## src/core/aud_extract_pkg.sv

```systemverilog
// package: register map, field layout and carrier structs of the audio extraction register bank
package aud_extract_pkg;
	localparam int          ADDR_W        = 6;
	localparam int          DATA_W        = 8;
	// byte offsets
	localparam logic [5:0]  OFS_CONTROL   = 6'h00;
	localparam logic [5:0]  OFS_PRESENCE  = 6'h01;
	localparam logic [5:0]  OFS_STATUS    = 6'h02;
	localparam logic [5:0]  OFS_ERROR     = 6'h04;
	localparam logic [5:0]  OFS_FILL      = 6'h06;
	localparam logic [5:0]  OFS_CLOCK     = 6'h07;
	localparam logic [5:0]  OFS_CS_FIRST  = 6'h10;
	localparam logic [5:0]  OFS_CS_LAST   = 6'h3F;
	localparam int          CS_DEPTH      = 48;
	// control field positions
	localparam int          CTL_ENABLE    = 0;
	localparam int          CTL_PAIR_LO   = 1;
	localparam int          CTL_PAIR_MSB  = 4;
	localparam int          CTL_MUTE      = 5;
	localparam logic [7:0]  CTL_WMASK     = 8'h3F;
	localparam logic [7:0]  CONTROL_RST   = 8'h00;
	// status register: valid flag and defined field mask
	localparam int          STS_VALID     = 7;
	localparam logic [7:0]  STS_MASK      = 8'hFF;
	// error register: counter in 3:0, sticky flags in 7:4
	localparam logic [3:0]  ERR_CNT_MAX   = 4'hF;
	localparam logic [7:0]  CLK_MASK      = 8'h9F;
	localparam logic [7:0]  ZERO_BYTE     = 8'h00;

	// register bus request
	typedef struct packed {
		logic [5:0] addr;
		logic [7:0] wdata;
		logic       wr;
		logic       rd;
	} bus_req_s;

	// detection results from the embedded-audio parser
	typedef struct packed {
		logic [3:0] group_found;
		logic [3:0] ctrl_found;
		logic [7:0] packet_status;
		logic       ctrl_packet_seen;
		logic       err_count_evt;
		logic [3:0] err_flag_evt;
		logic [7:0] fill_status;
		logic [7:0] clock_status;
		logic       cs_we;
		logic [5:0] cs_waddr;
		logic [7:0] cs_wdata;
	} parser_s;

	// control outputs toward the extraction datapath
	typedef struct packed {
		logic       enable;
		logic [3:0] pair_sel;
		logic       half_sel;
		logic       mute;
	} ctl_out_s;
endpackage : aud_extract_pkg

```

## src/core/sdi_audio_extract_regs.sv

```systemverilog
// module: software register bank of the embedded audio extraction unit
//
// Notes on behaviour
// - control 00h, presence 01h, status 02h, error 04h, fill 06h, clock 07h; others reserved
// - channel status memory, one byte each, occupies offsets 10h to 3Fh
// - control bit 0 enables extraction and its serial output; clear keeps it idle
// - control bits 3:1 pick the channel pair, 000 first through 111 eighth
// - in 3G level A, control bit 4 is the pair select top bit
// - in 3G level B, control bit 4 picks the multiplexed video half
// - control bit 5 high mutes audio output; clearing restores it
// - control bits 7:6 are reserved with no function
// - presence bits 3:0 are read-only detected data group flags
// - presence bit 0 is group one up to bit 3 for group four
// - presence bits 7:4 are read-only detected control packet flags
// - status bits 3:0 mirror low four bits of received active channel field; the code also loads status bits 6:4 from packet_status
// - status bit 7 sets when a control packet is found, validating status
// - error flags stay set until software writes one to clear them
//
// Our own choice: the plain strobed port.
`timescale 1ns/1ns
module sdi_audio_extract_regs
	import aud_extract_pkg::*;
#(
	parameter int CS_WORDS = CS_DEPTH       // channel status bytes
) (
	input  wire logic       mclk,           // 20 MHz register clock
	input  wire logic       sys_rst,        // synchronous reset, active high
	input  wire bus_req_s   bus_req,        // register bus request
	output logic [7:0]      rdata,          // read data, one cycle after read strobe
	input  wire parser_s    parser,         // parser detection results
	input  wire logic       level_b,        // stream is 3G level B
	output ctl_out_s        ctl_out         // control toward the datapath
);

	// module state apart from the channel status memory
	typedef struct packed {
		logic [7:0] control;
		logic [7:0] presence;
		logic [7:0] status;
		logic [3:0] err_cnt;
		logic [3:0] err_flags;
		logic [7:0] rdata;
		ctl_out_s   ctl;
	} state_s;

	state_s     st_r;
	state_s     st_nxt;
	logic [7:0] cs_mem [CS_WORDS];
	logic [7:0] cs_rd;
	logic [5:0] cs_idx;

	// reserved offsets fall through to zero
	function automatic logic in_cs_range(input logic [5:0] a);
		in_cs_range = (a >= OFS_CS_FIRST) && (a <= OFS_CS_LAST);
	endfunction : in_cs_range

	function automatic logic is_write(input bus_req_s r, input logic [5:0] ofs);
		is_write = r.wr && (r.addr == ofs);
	endfunction : is_write

	assign cs_idx = bus_req.addr - OFS_CS_FIRST;
	assign cs_rd  = cs_mem[cs_idx];

	// parser fills the memory; software only reads it
	always_ff @(posedge mclk) begin
		if (parser.cs_we && in_cs_range(parser.cs_waddr)) begin
			cs_mem[6'(parser.cs_waddr - OFS_CS_FIRST)] <= parser.cs_wdata;
		end
	end

	// next state
	always_comb begin
		st_nxt = st_r;
		// only the defined control bits take writes
		if (is_write(bus_req, OFS_CONTROL)) begin
			st_nxt.control = bus_req.wdata & CTL_WMASK;
		end
		st_nxt.presence = {parser.ctrl_found, parser.group_found};
		if (parser.ctrl_packet_seen) begin
			st_nxt.status = (parser.packet_status & STS_MASK) | (8'h01 << STS_VALID);
		end
		// counter clear by a one in any low bit; a new error in the same cycle still counts
		if (is_write(bus_req, OFS_ERROR) && (bus_req.wdata[3:0] != 4'h0)) begin
			st_nxt.err_cnt = 4'h0;
		end
		if (parser.err_count_evt && (st_nxt.err_cnt != ERR_CNT_MAX)) begin
			st_nxt.err_cnt = st_nxt.err_cnt + 4'h1;
		end
		// write-one-to-clear; a flag raised in the clearing cycle survives
		if (is_write(bus_req, OFS_ERROR)) begin
			st_nxt.err_flags = st_r.err_flags & ~bus_req.wdata[7:4];
		end
		st_nxt.err_flags = st_nxt.err_flags | parser.err_flag_evt;
		// read mux
		st_nxt.rdata = ZERO_BYTE;
		if (bus_req.rd) begin
			case (bus_req.addr)
				OFS_CONTROL:  st_nxt.rdata = st_r.control;
				OFS_PRESENCE: st_nxt.rdata = st_r.presence;
				OFS_STATUS:   st_nxt.rdata = st_r.status;
				OFS_ERROR:    st_nxt.rdata = {st_r.err_flags, st_r.err_cnt};
				OFS_FILL:     st_nxt.rdata = parser.fill_status;
				OFS_CLOCK:    st_nxt.rdata = parser.clock_status & CLK_MASK;
				default:      st_nxt.rdata = in_cs_range(bus_req.addr) ? cs_rd : ZERO_BYTE;
			endcase
		end
		// decode control for the datapath
		st_nxt.ctl.enable   = st_r.control[CTL_ENABLE];
		st_nxt.ctl.pair_sel = level_b ? {1'b0, st_r.control[CTL_PAIR_LO +: 3]}
		                              : st_r.control[CTL_PAIR_LO +: 4];
		st_nxt.ctl.half_sel = level_b & st_r.control[CTL_PAIR_MSB];
		st_nxt.ctl.mute     = st_r.control[CTL_MUTE];
	end

	// state register
	always_ff @(posedge mclk) begin
		if (sys_rst) begin
			st_r         <= '0;
			st_r.control <= CONTROL_RST;
		end else begin
			st_r <= st_nxt;
		end
	end

	assign rdata   = st_r.rdata;
	assign ctl_out = st_r.ctl;

endmodule : sdi_audio_extract_regs

```

## config.mk

```make
export PLATFORM = sky130hd
export DESIGN_NAME = sdi_audio_extract_regs
export DESIGN_NICKNAME = d
export VERILOG_FILES = /design/src/core/aud_extract_pkg.sv /design/src/core/sdi_audio_extract_regs.sv
export SDC_FILE = /design/constraint.sdc
export NUM_CORES = 1
export LEC_CHECK = 0
export BUFFER_PORTS_ARGS = -buffer_cell sky130_fd_sc_hd__buf_2
export CAP_MARGIN = 20
export CORE_ASPECT_RATIO = 0.6
export CORE_UTILIZATION = 45
export CTS_BUF_LIST = sky130_fd_sc_hd__clkbuf_2 sky130_fd_sc_hd__clkbuf_4 sky130_fd_sc_hd__clkbuf_8
export DETAILED_ROUTE_END_ITERATION = 10
export PLACE_DENSITY = 0.6
export SETUP_SLACK_MARGIN = 0.4
export SYNTH_ARGS = -nofsm -noshare
export SYNTH_HDL_FRONTEND = slang
export SYNTH_SLANG_ARGS = --single-unit
```

## constraint.sdc

```tcl
create_clock -name mclk -period 4.5 [get_ports mclk]
set_input_delay 1.35 -clock mclk [delete_from_list [all_inputs] [get_ports mclk]]
set_output_delay 1.35 -clock mclk [all_outputs]
set_load 0.05 [all_outputs]
```

==> Word-level counts from Yosys, hierarchy flattened <==
Memories as Yosys holds them, arrays and structs flattened.
Cells that the tools add are included.
{ "totals": {"ramBits": 384, "output_inout_bits": 15, "memories": 1, "register_bits": 45} }
{ "classes": {"magnitude_cmp": 4, "bitwise": 5, "n_reduce_logical": 11, "n_addsub": 3, "mux": 7, "eq_ne": 6} }
{ "memory_table": {"columns": ["memory", "depth", "word_bits", "rd", "rd_ports_with_merged_regs", "write_ports", "line", "text"], "rows": [
  ["cs_mem", 48, 8, 1, 0, 1, "sdi_audio_extract_regs.sv:48", "logic [7:0] cs_mem [CS_WORDS];"]
]} }
{ "op_table": {"columns": ["operator", "n"], "rows": [
  ["one-hot mux 8 bit (6 select lines)", 1],
  ["== test 6 x 3 -> 1 bit (second input constant)", 3],
  [">= comparator 6 x 5 -> 1 bit (second input constant)", 2],
  ["less-or-equal comparator 6 bit (second input constant)", 2],
  ["2-to-1 mux 4 bit", 3],
  ["subtractor 6 x 5 -> 6 bit (second input constant)", 2],
  ["2-to-1 mux 8 bit", 1],
  ["logical AND 1 bit", 7],
  ["== test 6 x 1 -> 1 bit (second input constant)", 1],
  ["== test 6 x 2 -> 1 bit (second input constant)", 1],
  ["logical NOT 6 bit", 1],
  ["adder 4 x 1 -> 4 bit (second input constant)", 1],
  ["AND 4 bit", 1],
  ["!= test 4 bit (second input constant)", 1],
  ["inverter 4 bit", 1],
  ["bitwise OR 4 bit", 1],
  ["nonzero test 4 bit", 1],
  ["OR reduction 2 bit", 2],
  ["2-to-1 mux 1 bit", 2],
  ["AND 1 bit", 1],
  ["inverter 1 bit", 1]
]} }

==> Logic depth before layout (Yosys ltp) <==
Gate-level depths: netlist of run 1.
{ "depth": {"ltp_word": 7, "depth_mapped": 10, "ltp_nobuf": 9} }

==> Worst setup path after synthesis of run 1 <==
OpenSTA, ideal clock, no wires.
{ "synth_timing": {"path_kind": "input-to-reg", "start": "in bus_req[10] (netlist bit)", "end": "reg st_r[20] (netlist bit)", "required_ns": 4.372, "t_arrival_ns": 3.038, "setup_ns": 0.128, "slack_ns": 1.334, "path_stages": 10, "cell_sequence": "buf_6 > buf_12 > buf_12 > and4bb_2 > nand3_1 > and2_1 > ha_1 > a41o_1 > mux2i_1 > nor2_1"} }
{ "synth_between": {"elab_chain_cells": 7} }
{ "synth_lines": {"columns": ["element", "line", "text"], "rows": [
  ["start, declared", "sdi_audio_extract_regs.sv:28", "input wire bus_req_s bus_req,"],
  ["== test 6 x 3 -> 1 bit (*)", "sdi_audio_extract_regs.sv:58", "is_write = r.wr && (r.addr == ofs);"],
  ["logical AND 1 bit (*)", "sdi_audio_extract_regs.sv:58", null],
  ["logical AND 1 bit (*)", "sdi_audio_extract_regs.sv:83", "if (is_write(bus_req, OFS_ERROR) && (bus_req.wdata[3:0] != 4'h0)) begin"],
  ["2-to-1 mux 4 bit (*)", "sdi_audio_extract_regs.sv:83", null],
  ["parallel branches: the longest is 2 deep, another holds adder 4 x 1 -> 4 bit", null, null],
  ["2-to-1 mux 4 bit (*)", "sdi_audio_extract_regs.sv:86", "if (parser.err_count_evt && (st_nxt.err_cnt != ERR_CNT_MAX)) begin"],
  ["end signal, assigned", "sdi_audio_extract_regs.sv:121", "st_r <= st_nxt;"],
  ["end, declared", "sdi_audio_extract_regs.sv:46", "state_s st_r;"]
]} }
Mark *: on every way between the ends.
A chain may end at the register's enable or synchronous reset.

==> Worst setup path in the final report of run 1 <==
{ "layout_timing": {"start": "in bus_req[10] (netlist bit)", "end": "reg st_r (netlist bit rdata[2])"} }
{ "layout_between": {"elab_chain_cells": 4} }
{ "layout_lines": {"columns": ["element", "line", "text"], "rows": [
  ["subtractor 6 x 5 -> 6 bit, or another cell as far along", "sdi_audio_extract_regs.sv:61", "assign cs_idx = bus_req.addr - OFS_CS_FIRST;"],
  ["memory (48 x 8 bit) or logical AND 1 bit (tied branches)", null, null],
  ["2-to-1 mux 8 bit", "sdi_audio_extract_regs.sv:104", "default: st_nxt.rdata = in_cs_range(bus_req.addr) ? cs_rd : ZERO_BYTE;"],
  ["one-hot mux 8 bit (6 select lines) (*)", "sdi_audio_extract_regs.sv:97", "case (bus_req.addr)"]
]} }
Every way passes the cells marked *; elsewhere a longest branch is shown, timed or not.

==> results.md, run 1 <==
- Post-Route Utilization: approximately half
- Number of gates resized after CTS: 0
- RSZ-0062 raised after global routing: false
- F_max: about 320 MHz
- Hold Slack: between 0.4 and 0.5 ns
- Setup tns final: 0 ns
- Die Y: around 150 um
- Peak supply drop: roughly 0.28 mV
- Vias: approximately 9400
- Die area: between 30000 and 40000 um2
- Antenna violations before repair: 0
- Multi-input combinational cell area: 4390 um2
- Worst path top cell family by delay: buffers and inverters
- Slowest CP cell: buf_6
- Initial Util: a little under half
- Crit path kind: in -> reg
- Measured slew at the worst slew-check pin: roughly 1.1 ns
- WL final: around 41 mm
- Pins Over Slew Limit: 0
- Switching Share: between 20 and 25%
- Synth Flop Type: edfxtp_1
- Die width: approximately 260 um
- Commonest cells after routing, fill and taps aside: 384 x edfxtp_1, 81 x buf_2, 78 x nor2_1
- TritonCTS buffer count: 59
- Clock slew at the register clock pins of the worst setup and hold paths: about 0.070 ns
- I/O Buffers: 83
- Fin Clk Skew: about 0.024 ns
- Cell Area, Synth: 17300 um2
- Synthesized flop and latch total: 429
- Post-CTS setup buffers: 0
- Sequential power share: a little under three fifths
- Number of global-route vias before repair: 8900
- Site row count: 55
- Fill cells: 3122
- Combinational share of power: roughly 6%
- Run status: completed
- Critical-path cell list: buf_6 > buf_4 > buf_4 > mux4_2 > nor2_1 > a21oi_1 > o311ai_0 > nand4_1
- Clk buf depth: 3
- Root Driver: clkbuf_8
- P per Cell Area: approximately 400 nW/um2
- Critical-path maximum fanout: 51
- Setup crit start kind: input port
- # hold bufs at CTS: 0
- Vias per cell: ~5.7
- Lkg Pwr: ~6.6 nW
- Synth area leaders: edfxtp_1 67%, mux4_2 6.6%, mux4_1 5.3%
- Commonest non-fill, non-tap cell in the layout: edfxtp_1
- Mapped Cells: 967
- Syn avg cell area: 17.9 um2
- Count of cell types in the netlist: around 60
- Worst hold path class: reg -> reg
- First-pass GRT wire length: a little over 60 mm
- Nets: about 1200
- CP bufs+invs: 3
- Antenna Violating Nets Remaining: 0
- Final count of negative-setup-slack endpoints: 0
- Detail Placement HPWL: approximately 27 mm
- Final hold violations: 0
- Tmin final: about 3.1 ns
- Grt ovf: 0
- Clock latency on the worst-skew pair: about 0.62 ns
- Clk sink count: roughly 430
- Dpl cell area: 18200 um2
- Clk network pwr share: around 38%
- RePlAce Congestion: about 0.84
- H-tree depth: 2
- Yosys warns: 0
- Core footprint: between 30000 and 40000 um2
- CP Capture Type: register
- Data arrival, critical path: between 3 and 4 ns
- Area leader, netlist: edfxtp_1
- Async SR Flop Fraction: 0%
- Area delta synth->final: 11.9%
- CP max stage delay: between 0.5 and 0.6 ns
- Worst path most repeated cell: buf_4
- Ports: 87
- Slew headroom: around a quarter
- Final Cycle Share: approximately 68%
- Syn nets: around 1000
- Wirelength per Cell: between 20 and 30 um
- Largest net degree at the start of global routing: 52
- Switching power: 1.76 mW
- Register Area: around 12000 um2
- Final Cell Area: approximately 19000 um2
- Total track usage: 21.3%
- Post-synth EDFFs: around 380
- Drt pass-1 iters: 5
- Share of layout cells above drive strength 1: between 20% and 30%
- Top cell type's share of synthesized area: 66.5%
- Seq/Total Area, Yosys: 71.7%
- Detailed-route DRC error count: 0
- CTS tree: done
- DR iter-0 viols: ~1100
- Internal power: between 6 and 7 mW
- Required @ worst endpoint: a little under 5 ns
- Max Cap Violations: 0
kinds of logic after synthesis:
kind of cell / after synthesis / synth area share [%]
xor gates and xnor gates: 2 / 0.101
adders and majority gates: 3 / 0.217
buffers and inverters: 75 / 2.93
DFF: 429 / 71.7
muxes: 131 / 14.6
AOI/OAI and AO/OA: 90 / 3.83
and+or+nand+nor: 237 / 6.61
power groups by stage:
stage               combinational [mW]  clock, mW  sequential [mW]
finish                           0.479       2.95             4.39
CTS                              0.478       3.00             4.39
global route                     0.511       3.18             4.39
detailed placement               0.477          0             4.47
floorplan                        0.292          0             4.47
global placement                 0.470          0             4.47
final cells by class:
class | count | share of cell area [%]
sequential | 429 | 64.1
inverter | 8 | 0.155
timing repair buffer | 124 | 3.84
multi-input combinational | 463 | 22.7
clock inverter | 25 | 0.697
antenna | 1 | 0.0129
tap | 513 | 3.31
clock buffer | 82 | 5.24
synthesized netlist by cell type, types with 8 or more instances:
cell type	instances
edfxtp_1	384
nor2_1	78
nand2_1	60
mux4_2	51
dfxtp_1	45
mux2i_1	36
mux4_1	35
nor2b_1	24
clkbuf_1	22
buf_4	19
a22oi_1	17
nand3_1	15
buf_2	14
a221oi_1	10
o22ai_1	10
a21oi_1	9
mux2_2	9
o21ai_0	9
nor3_1	8
per-stage QoR:
step	worst slack, ns	power, mW	std cells
after global routing	1.26	8.08	1644
after floorplan	1.33	4.76	967
final	1.42	7.82	1645
after global placement	0.791	4.94	1537
after CTS	1.44	7.87	1644
after detailed placement	0.773	4.95	1537
worst paths after layout:
kind | startpoint | endpoint | slack (ns) | cells past startpoint
min | st_r[42] | ctl_out[4] | 0.47 | 1
min reg2reg | st_r[42] | ctl_out[4] | 0.47 | 1
max reg2reg | cs_mem[46][1] | rdata[1] | 2.47 | 5
max | bus_req[10] | rdata[2] | 1.42 | 8
registers in the layout, indices dropped and copies added, names as in the netlist:
signal / count
st_nxt: 2
ctl_out: 7
cs_mem: 384
st_r: 28
rdata: 8
worst register-to-register path, cell delays in order, from the launching register on:
cell	delay (ns)
edfxtp_1	0.38
mux4_2	0.48
nand2b_1	0.20
o2111a_1	0.21
a211oi_1	0.46
o221ai_2	0.16
per-layer routing:
layer	wire length, um	up-vias	global-route usage (%)
li1	-	4113	-
met3	3460	36	4.83
met4	405	0	4.25
met2	17400	374	28.8
met1	20200	4832	34.6
met5	0	-	0
No activity file was read; power rests on OpenSTA's default activity.
==> run 2, diff against run 1 <==
Clock period 4.5 ns to 3 ns, I/O delays scaled along.
==> run 2 against run 1 <==
  * Worst hold slack improved by 0.0046 ns
  * Routed wire length increased by 0.28%
  * Critical path depth unchanged
  * Flip-flop and latch count unchanged
  * Sequential share of layout area decreased by 2.0 points
  * Cell count increased by 4.0%
  * Via count increased by 2.1%
  * Register-to-register slack got worse by 1.4 ns
  * Combinational power increased by 61%
  * Total power increased by 52%
  * Global-route usage increased by 0.080 points
  * Critical path type unchanged
  * Largest power group unchanged
==> results.md, run 2 (same netlist as run 1, synthesis figures left out) <==
- Switching Share: around 23%
- Final WS setup: between 0.6 and 0.7 ns
- Post-CTS setup buffers: 0
- Number of global-route vias before repair: just over 9000
- Tmin final: between 2 and 2.5 ns
- Data arrival, critical path: about 2.9 ns
- CP Capture Type: register
- CTS tree: done
- Share of layout cells above drive strength 1: roughly 30%
- Setup crit start kind: input port
- TritonCTS buffer count: slightly above 60
- Detailed-route DRC error count: 0
- Required @ worst endpoint: between 3 and 4 ns
- RSZ-0062 raised after global routing: false
- P per Cell Area: roughly 590 nW/um2
- Post-Route Utilization: a little over half
- Grt ovf: 0
- Antenna Violating Nets Remaining: 0
- Commonest non-fill, non-tap cell in the layout: edfxtp_1
- Final Cycle Share: about 79%
- Number of gates resized after CTS: 0
- Fin Clk Skew: approximately 0.024 ns
- Drt pass-1 iters: 5
- Nets: around 1200
- Measured slew at the worst slew-check pin: 0.988 ns
- DR iter-0 viols: ~900
- Fill cells: 3082
- RePlAce Congestion: ~0.87
- Sequential power share: ~56%
- Clock latency on the worst-skew pair: 0.62 ns
- Run status: completed
- Initial Util: 45.8%
- Commonest cells after routing, fill and taps aside: 384 x edfxtp_1, 92 x buf_4, 81 x buf_2
- Total power: 11.9 mW
- Critical-path maximum fanout: 13
- Vias per cell: about 5.6
- Largest net degree at the start of global routing: 49
- # hold bufs at CTS: 0
- H-tree depth: 2
- Clock slew at the register clock pins of the worst setup and hold paths: 0.06 ns
- Wirelength per Cell: 24.3 um
- Setup tns final: 0 ns
- Worst hold path class: in -> reg
- Clk buf depth: 3
- WL final: about 42 mm
- Peak supply drop: about 0.42 mV
- Pins Over Slew Limit: 0
- Slew headroom: between 30% and 40%
- First-pass GRT wire length: roughly 60 mm
- Area delta synth->final: 15.6%
- Ports: 87
- I/O Buffers: between 80 and 90
- Clk sink count: roughly 430
- Max Cap Violations: 0
- Most flop-heavy register: cs_mem
- Antenna violations before repair: 4
- Core footprint: about 38000 um2
- Antenna cells: 0
- Dpl cell area: around 19000 um2
- Die Y: about 150 um
- Number of flip-flops in the largest register: 384
- Crit path kind: in -> reg
- Site row count: 55
- Die area: just under 40000 um2
- Lkg Pwr: between 6 and 7 nW
- Dpl cells: 1597
- Internal power: about 9.2 mW
- Final count of negative-setup-slack endpoints: 0
- Root Driver: clkbuf_8
- Detail Placement HPWL: roughly 28 mm
- Hold Slack: ~0.47 ns
- Pre-CTS WS: 0.00128 ns
- Final hold violations: 0
- Clk network pwr share: 38.0%
- Switching power: roughly 2.7 mW
- Die width: 255 um
- F_max: around 420 MHz
- Total track usage: a little over a fifth
- Final Cell Area: between 20000 and 25000 um2
- Vias: 9552
- Fin cells: 1711
- Combinational share of power: 6.5%
-- run 2: changes by cell type in the layout (fill, tap and decap cells not counted), sizes merged --
| cell | previous run | this run |
|---|---|---|
| buf | 124 | 184 |
| clkinv | 25 | 26 |
| diode | 1 | 0 |
| clkbuf | 82 | 88 |
| bufinv | 1 | 0 |
| clkinvlp | 1 | 2 |
-- run 2: routing by layer --
metal,global-route usage [%],vias to the layer above,wire [um]
li1,-,4242,-
met1,34.7,4943,20600
met2,29.1,314,17400
met3,4.07,51,2950
met4,5.16,2,701
met5,0,-,13
-- run 2: worst paths after layout --
path / startpoint / to / slack, ns / cells past startpoint
min: level_b / ctl_out[5] / 0.47 / 2
max reg2reg: cs_mem[9][4] / rdata[4] / 1.03 / 5
min reg2reg: st_r[40] / ctl_out[2] / 0.48 / 1
max: bus_req[10] / rdata[1] / 0.63 / 8
-- run 2: cell type report --
class                   count  area (um2)  share of cell area [%]
clock buffers              88        1090                    5.42
clock inverters            26         119                   0.593
multi-input cells         463        4420                    22.1
inverters                   8        30.0                   0.150
flip-flops and latches    429       12400                    62.1
repair buffers            184        1310                    6.53
well taps                 513         642                    3.20
-- run 2: power by group through the flow --
stage / Sequential (mW) / Combinational, mW / Clock (mW)
final: 6.58 / 0.771 / 4.51
after floorplan: 6.70 / 0.441 / 0
after detailed placement: 6.71 / 0.774 / 0
after global routing: 6.58 / 0.826 / 4.87
after global placement: 6.71 / 0.765 / 0
after CTS: 6.58 / 0.775 / 4.61
-- run 2: critical path, cell delays in order --
cell,delay (ns)
buf_6,0.20
buf_12,0.20
buf_12,0.17
mux4_2,0.52
nand2b_1,0.16
o2111a_1,0.12
a211oi_1,0.41
o221ai_2,0.15
==> run 3, diff against run 2 <==
Settings changed: ABC_AREA set to 1.
Clock period 3 ns to 2.4 ns, I/O delays scaled along.
==> run 3 against run 2 <==
  * Combinational power is 54% higher
  * Sequential power increased by 25%
  * Clock skew is 0.0074 ns lower
  * Cell count increased by 40%
  * Largest power group unchanged
  * Via count is 30% higher
  * Total power grew 26%
  * Global-route usage grew 2.9 points
  * Worst setup slack worse by 0.17 ns
  * Utilization rose by 1.6 points
==> results.md, run 3 <==
- Site row count: 55
- Final count of negative-setup-slack endpoints: 0
- Data arrival, critical path: around 1.2 ns
- Fin Clk Skew: between 0.015 and 0.02 ns
- Synth cell count leaders: 659 x nand2_1, 384 x edfxtp_1, 147 x nor2_1
- Tmin final: 1.93 ns
- Die width: between 200 and 300 um
- Peak supply drop: 0.444 mV
- Total power: ~15 mW
- CP max stage delay: ~0.33 ns
- F_max: ~520 MHz
- Worst Reg2Reg Path Length in Cells: 10
- Detail Placement HPWL: roughly 32 mm
- Area leader, netlist: edfxtp_1
- First-pass GRT wire length: ~71 mm
- Total track usage: between 20% and 30%
- WL final: approximately 48 mm
- Hold EP: ctl_out[5]
- Area delta synth->final: 18.0%
- Final Cycle Share: roughly four fifths
- Die area: about 40000 um2
- Wirelength per Cell: ~20 um
- Nets: 1917
- Slack of the worst reg-to-reg path: 0.83 ns
- P per Cell Area: 718 nW/um2
- Setup crit start kind: register
- Core footprint: roughly 38000 um2
- CTS tree: done
- Root Driver: clkbuf_8
- Number of flip-flops in the largest register: between 300 and 400
- Dpl cell area: between 15000 and 20000 um2
- Worst path top cell family by delay: flip-flops
- Ports: 87
- Final hold violations: 0
- RR Endpoint: rdata[5]
- Grt ovf: 0
- Final Cell Area: 20800 um2
- RSZ-0062 raised after global routing: false
- Run status: completed
- Commonest cells after routing, fill and taps aside: 657 x nand2_1, 384 x edfxtp_1, 147 x nor2_1
- Syn avg cell area: 10.8 um2
- Slew headroom: between 50% and 60%
- Syn nets: 1711
- Top cell type's share of synthesized area: about two thirds
- Hold depth: 2
- Mapped Cells: 1636
- Synth Flop Type: edfxtp_1
- Synthesized flop and latch total: between 400 and 500
- Most flop-heavy register: cs_mem
- Antenna cells: 0
- Reg2reg start: cs_mem[19][5]
- Commonest non-fill, non-tap cell in the layout: nand2_1
- Post-CTS setup buffers: 0
- Clk buf depth: 3
- Crit path kind: reg -> out
- Cell Area, Synth: ~18000 um2
- CP Depth: 1
- Post-synth EDFFs: roughly 380
- Clk sink count: between 400 and 500
- RePlAce Congestion: about 0.95
- Measured slew at the worst slew-check pin: ~0.62 ns
- Worst hold path class: in -> reg
- I/O Buffers: 83
- Max Cap Violations: 0
- Required @ worst endpoint: around 1.7 ns
- Post-Route Utilization: a little over half
- Async SR Flop Fraction: 0%
- Critical-path cell list: buf_2
- Detailed-route DRC error count: 0
- CP Capture Type: output pin
- Pins Over Slew Limit: 0
- DR iter-0 viols: about 1300
- Count of cell types in the netlist: 35
- Clock slew at the register clock pins of the worst setup and hold paths: around 0.06 ns
- Die Y: about 160 um
- TritonCTS buffer count: between 60 and 70
- HP Start: level_b
- Number of global-route vias before repair: around 12000
- Antenna violations before repair: 0
- Slowest CP cell: dfxtp_1
- Antenna Violating Nets Remaining: 0
- Yosys warns: 0
- Vias per cell: 5.18
- Initial Util: a little under half
- Vias: about 12000
- # hold bufs at CTS: 0
- Critical-path maximum fanout: 1
- Seq/Total Area, Yosys: 70.4%
- Clock latency on the worst-skew pair: 0.64 ns
- Lkg Pwr: approximately 8 nW
- Count leader, synth: nand2_1
- Share of layout cells above drive strength 1: 18.8%
- CP bufs+invs: 1
- Largest net degree at the start of global routing: 49
- H-tree depth: 2
- Drt pass-1 iters: 5
- Synth area leaders: edfxtp_1 65%, nand2_1 14%, dfxtp_1 5.1%
## run 3: worst max-delay path by stage
stage / start / end / slack (ns)
floorplan: bus_req[14] / st_r[22] / 0.20
global placement: bus_req[10] / rdata[1] / -0.06
detailed placement: bus_req[11] / rdata[5] / -0.10
CTS: rdata[4] / rdata[4] / 0.41
global route: ctl_out[6] / ctl_out[6] / 0.41
finish: rdata[7] / rdata[7] / 0.47
## run 3: cell families (layout without fill, tap and decap cells)
family          count (synthesis)  in the layout  synth area share, %
compound gates                 83             83                 2.64
simple gates                  963            963                 22.4
fa+ha+maj                       3              3                0.213
buf+inv                       158            408                 4.39
flops                         429            429                 70.4
## run 3: stage by stage
stage,std cells,hold slack (ns),setup TNS (ns),setup slack (ns)
2_1_floorplan,1636,0.410,0,0.203
5_1_grt,2399,0.264,0,0.407
3_3_place_gp,2292,0.438,-0.358,-0.0597
4_1_cts,2399,0.246,0,0.415
6_report,2399,0.289,0,0.466
3_5_place_dp,2292,0.442,-0.521,-0.101
## run 3: layer usage
| metal | vias to the layer above | global-route usage [%] | wire length, um |
|---|---|---|---|
| met5 | - | 0 | 0 |
| met1 | 5975 | 37.9 | 22800 |
| met2 | 472 | 33.4 | 19500 |
| met4 | 0 | 5.44 | 807 |
| met3 | 68 | 6.27 | 4610 |
| li1 | 5921 | - | - |
## run 3: area by class of cell
| type | instances | area (um2) |
|---|---|---|
| repair buffers | 225 | 1790 |
| inverters | 76 | 303 |
| clock inverters | 21 | 97.6 |
| well taps | 513 | 642 |
| clock buffers | 86 | 1060 |
| multi-input cells | 1049 | 4520 |
| fillers | 3318 | 17400 |
| flip-flops and latches | 429 | 12400 |
## run 3: power by group
| group | switching [mW] | internal, mW |
|---|---|---|
| clock network | 2.74 | 2.82 |
| logic | 0.808 | 0.379 |
| registers | 0.0238 | 8.20 |
## run 3: repair_timing
action                                  in CTS  in global routing
endpoints found under the setup margin       1                  2
resized for setup                            1                  2
hold endpoints to repair                     0                  0
pin swaps                                    0                  0
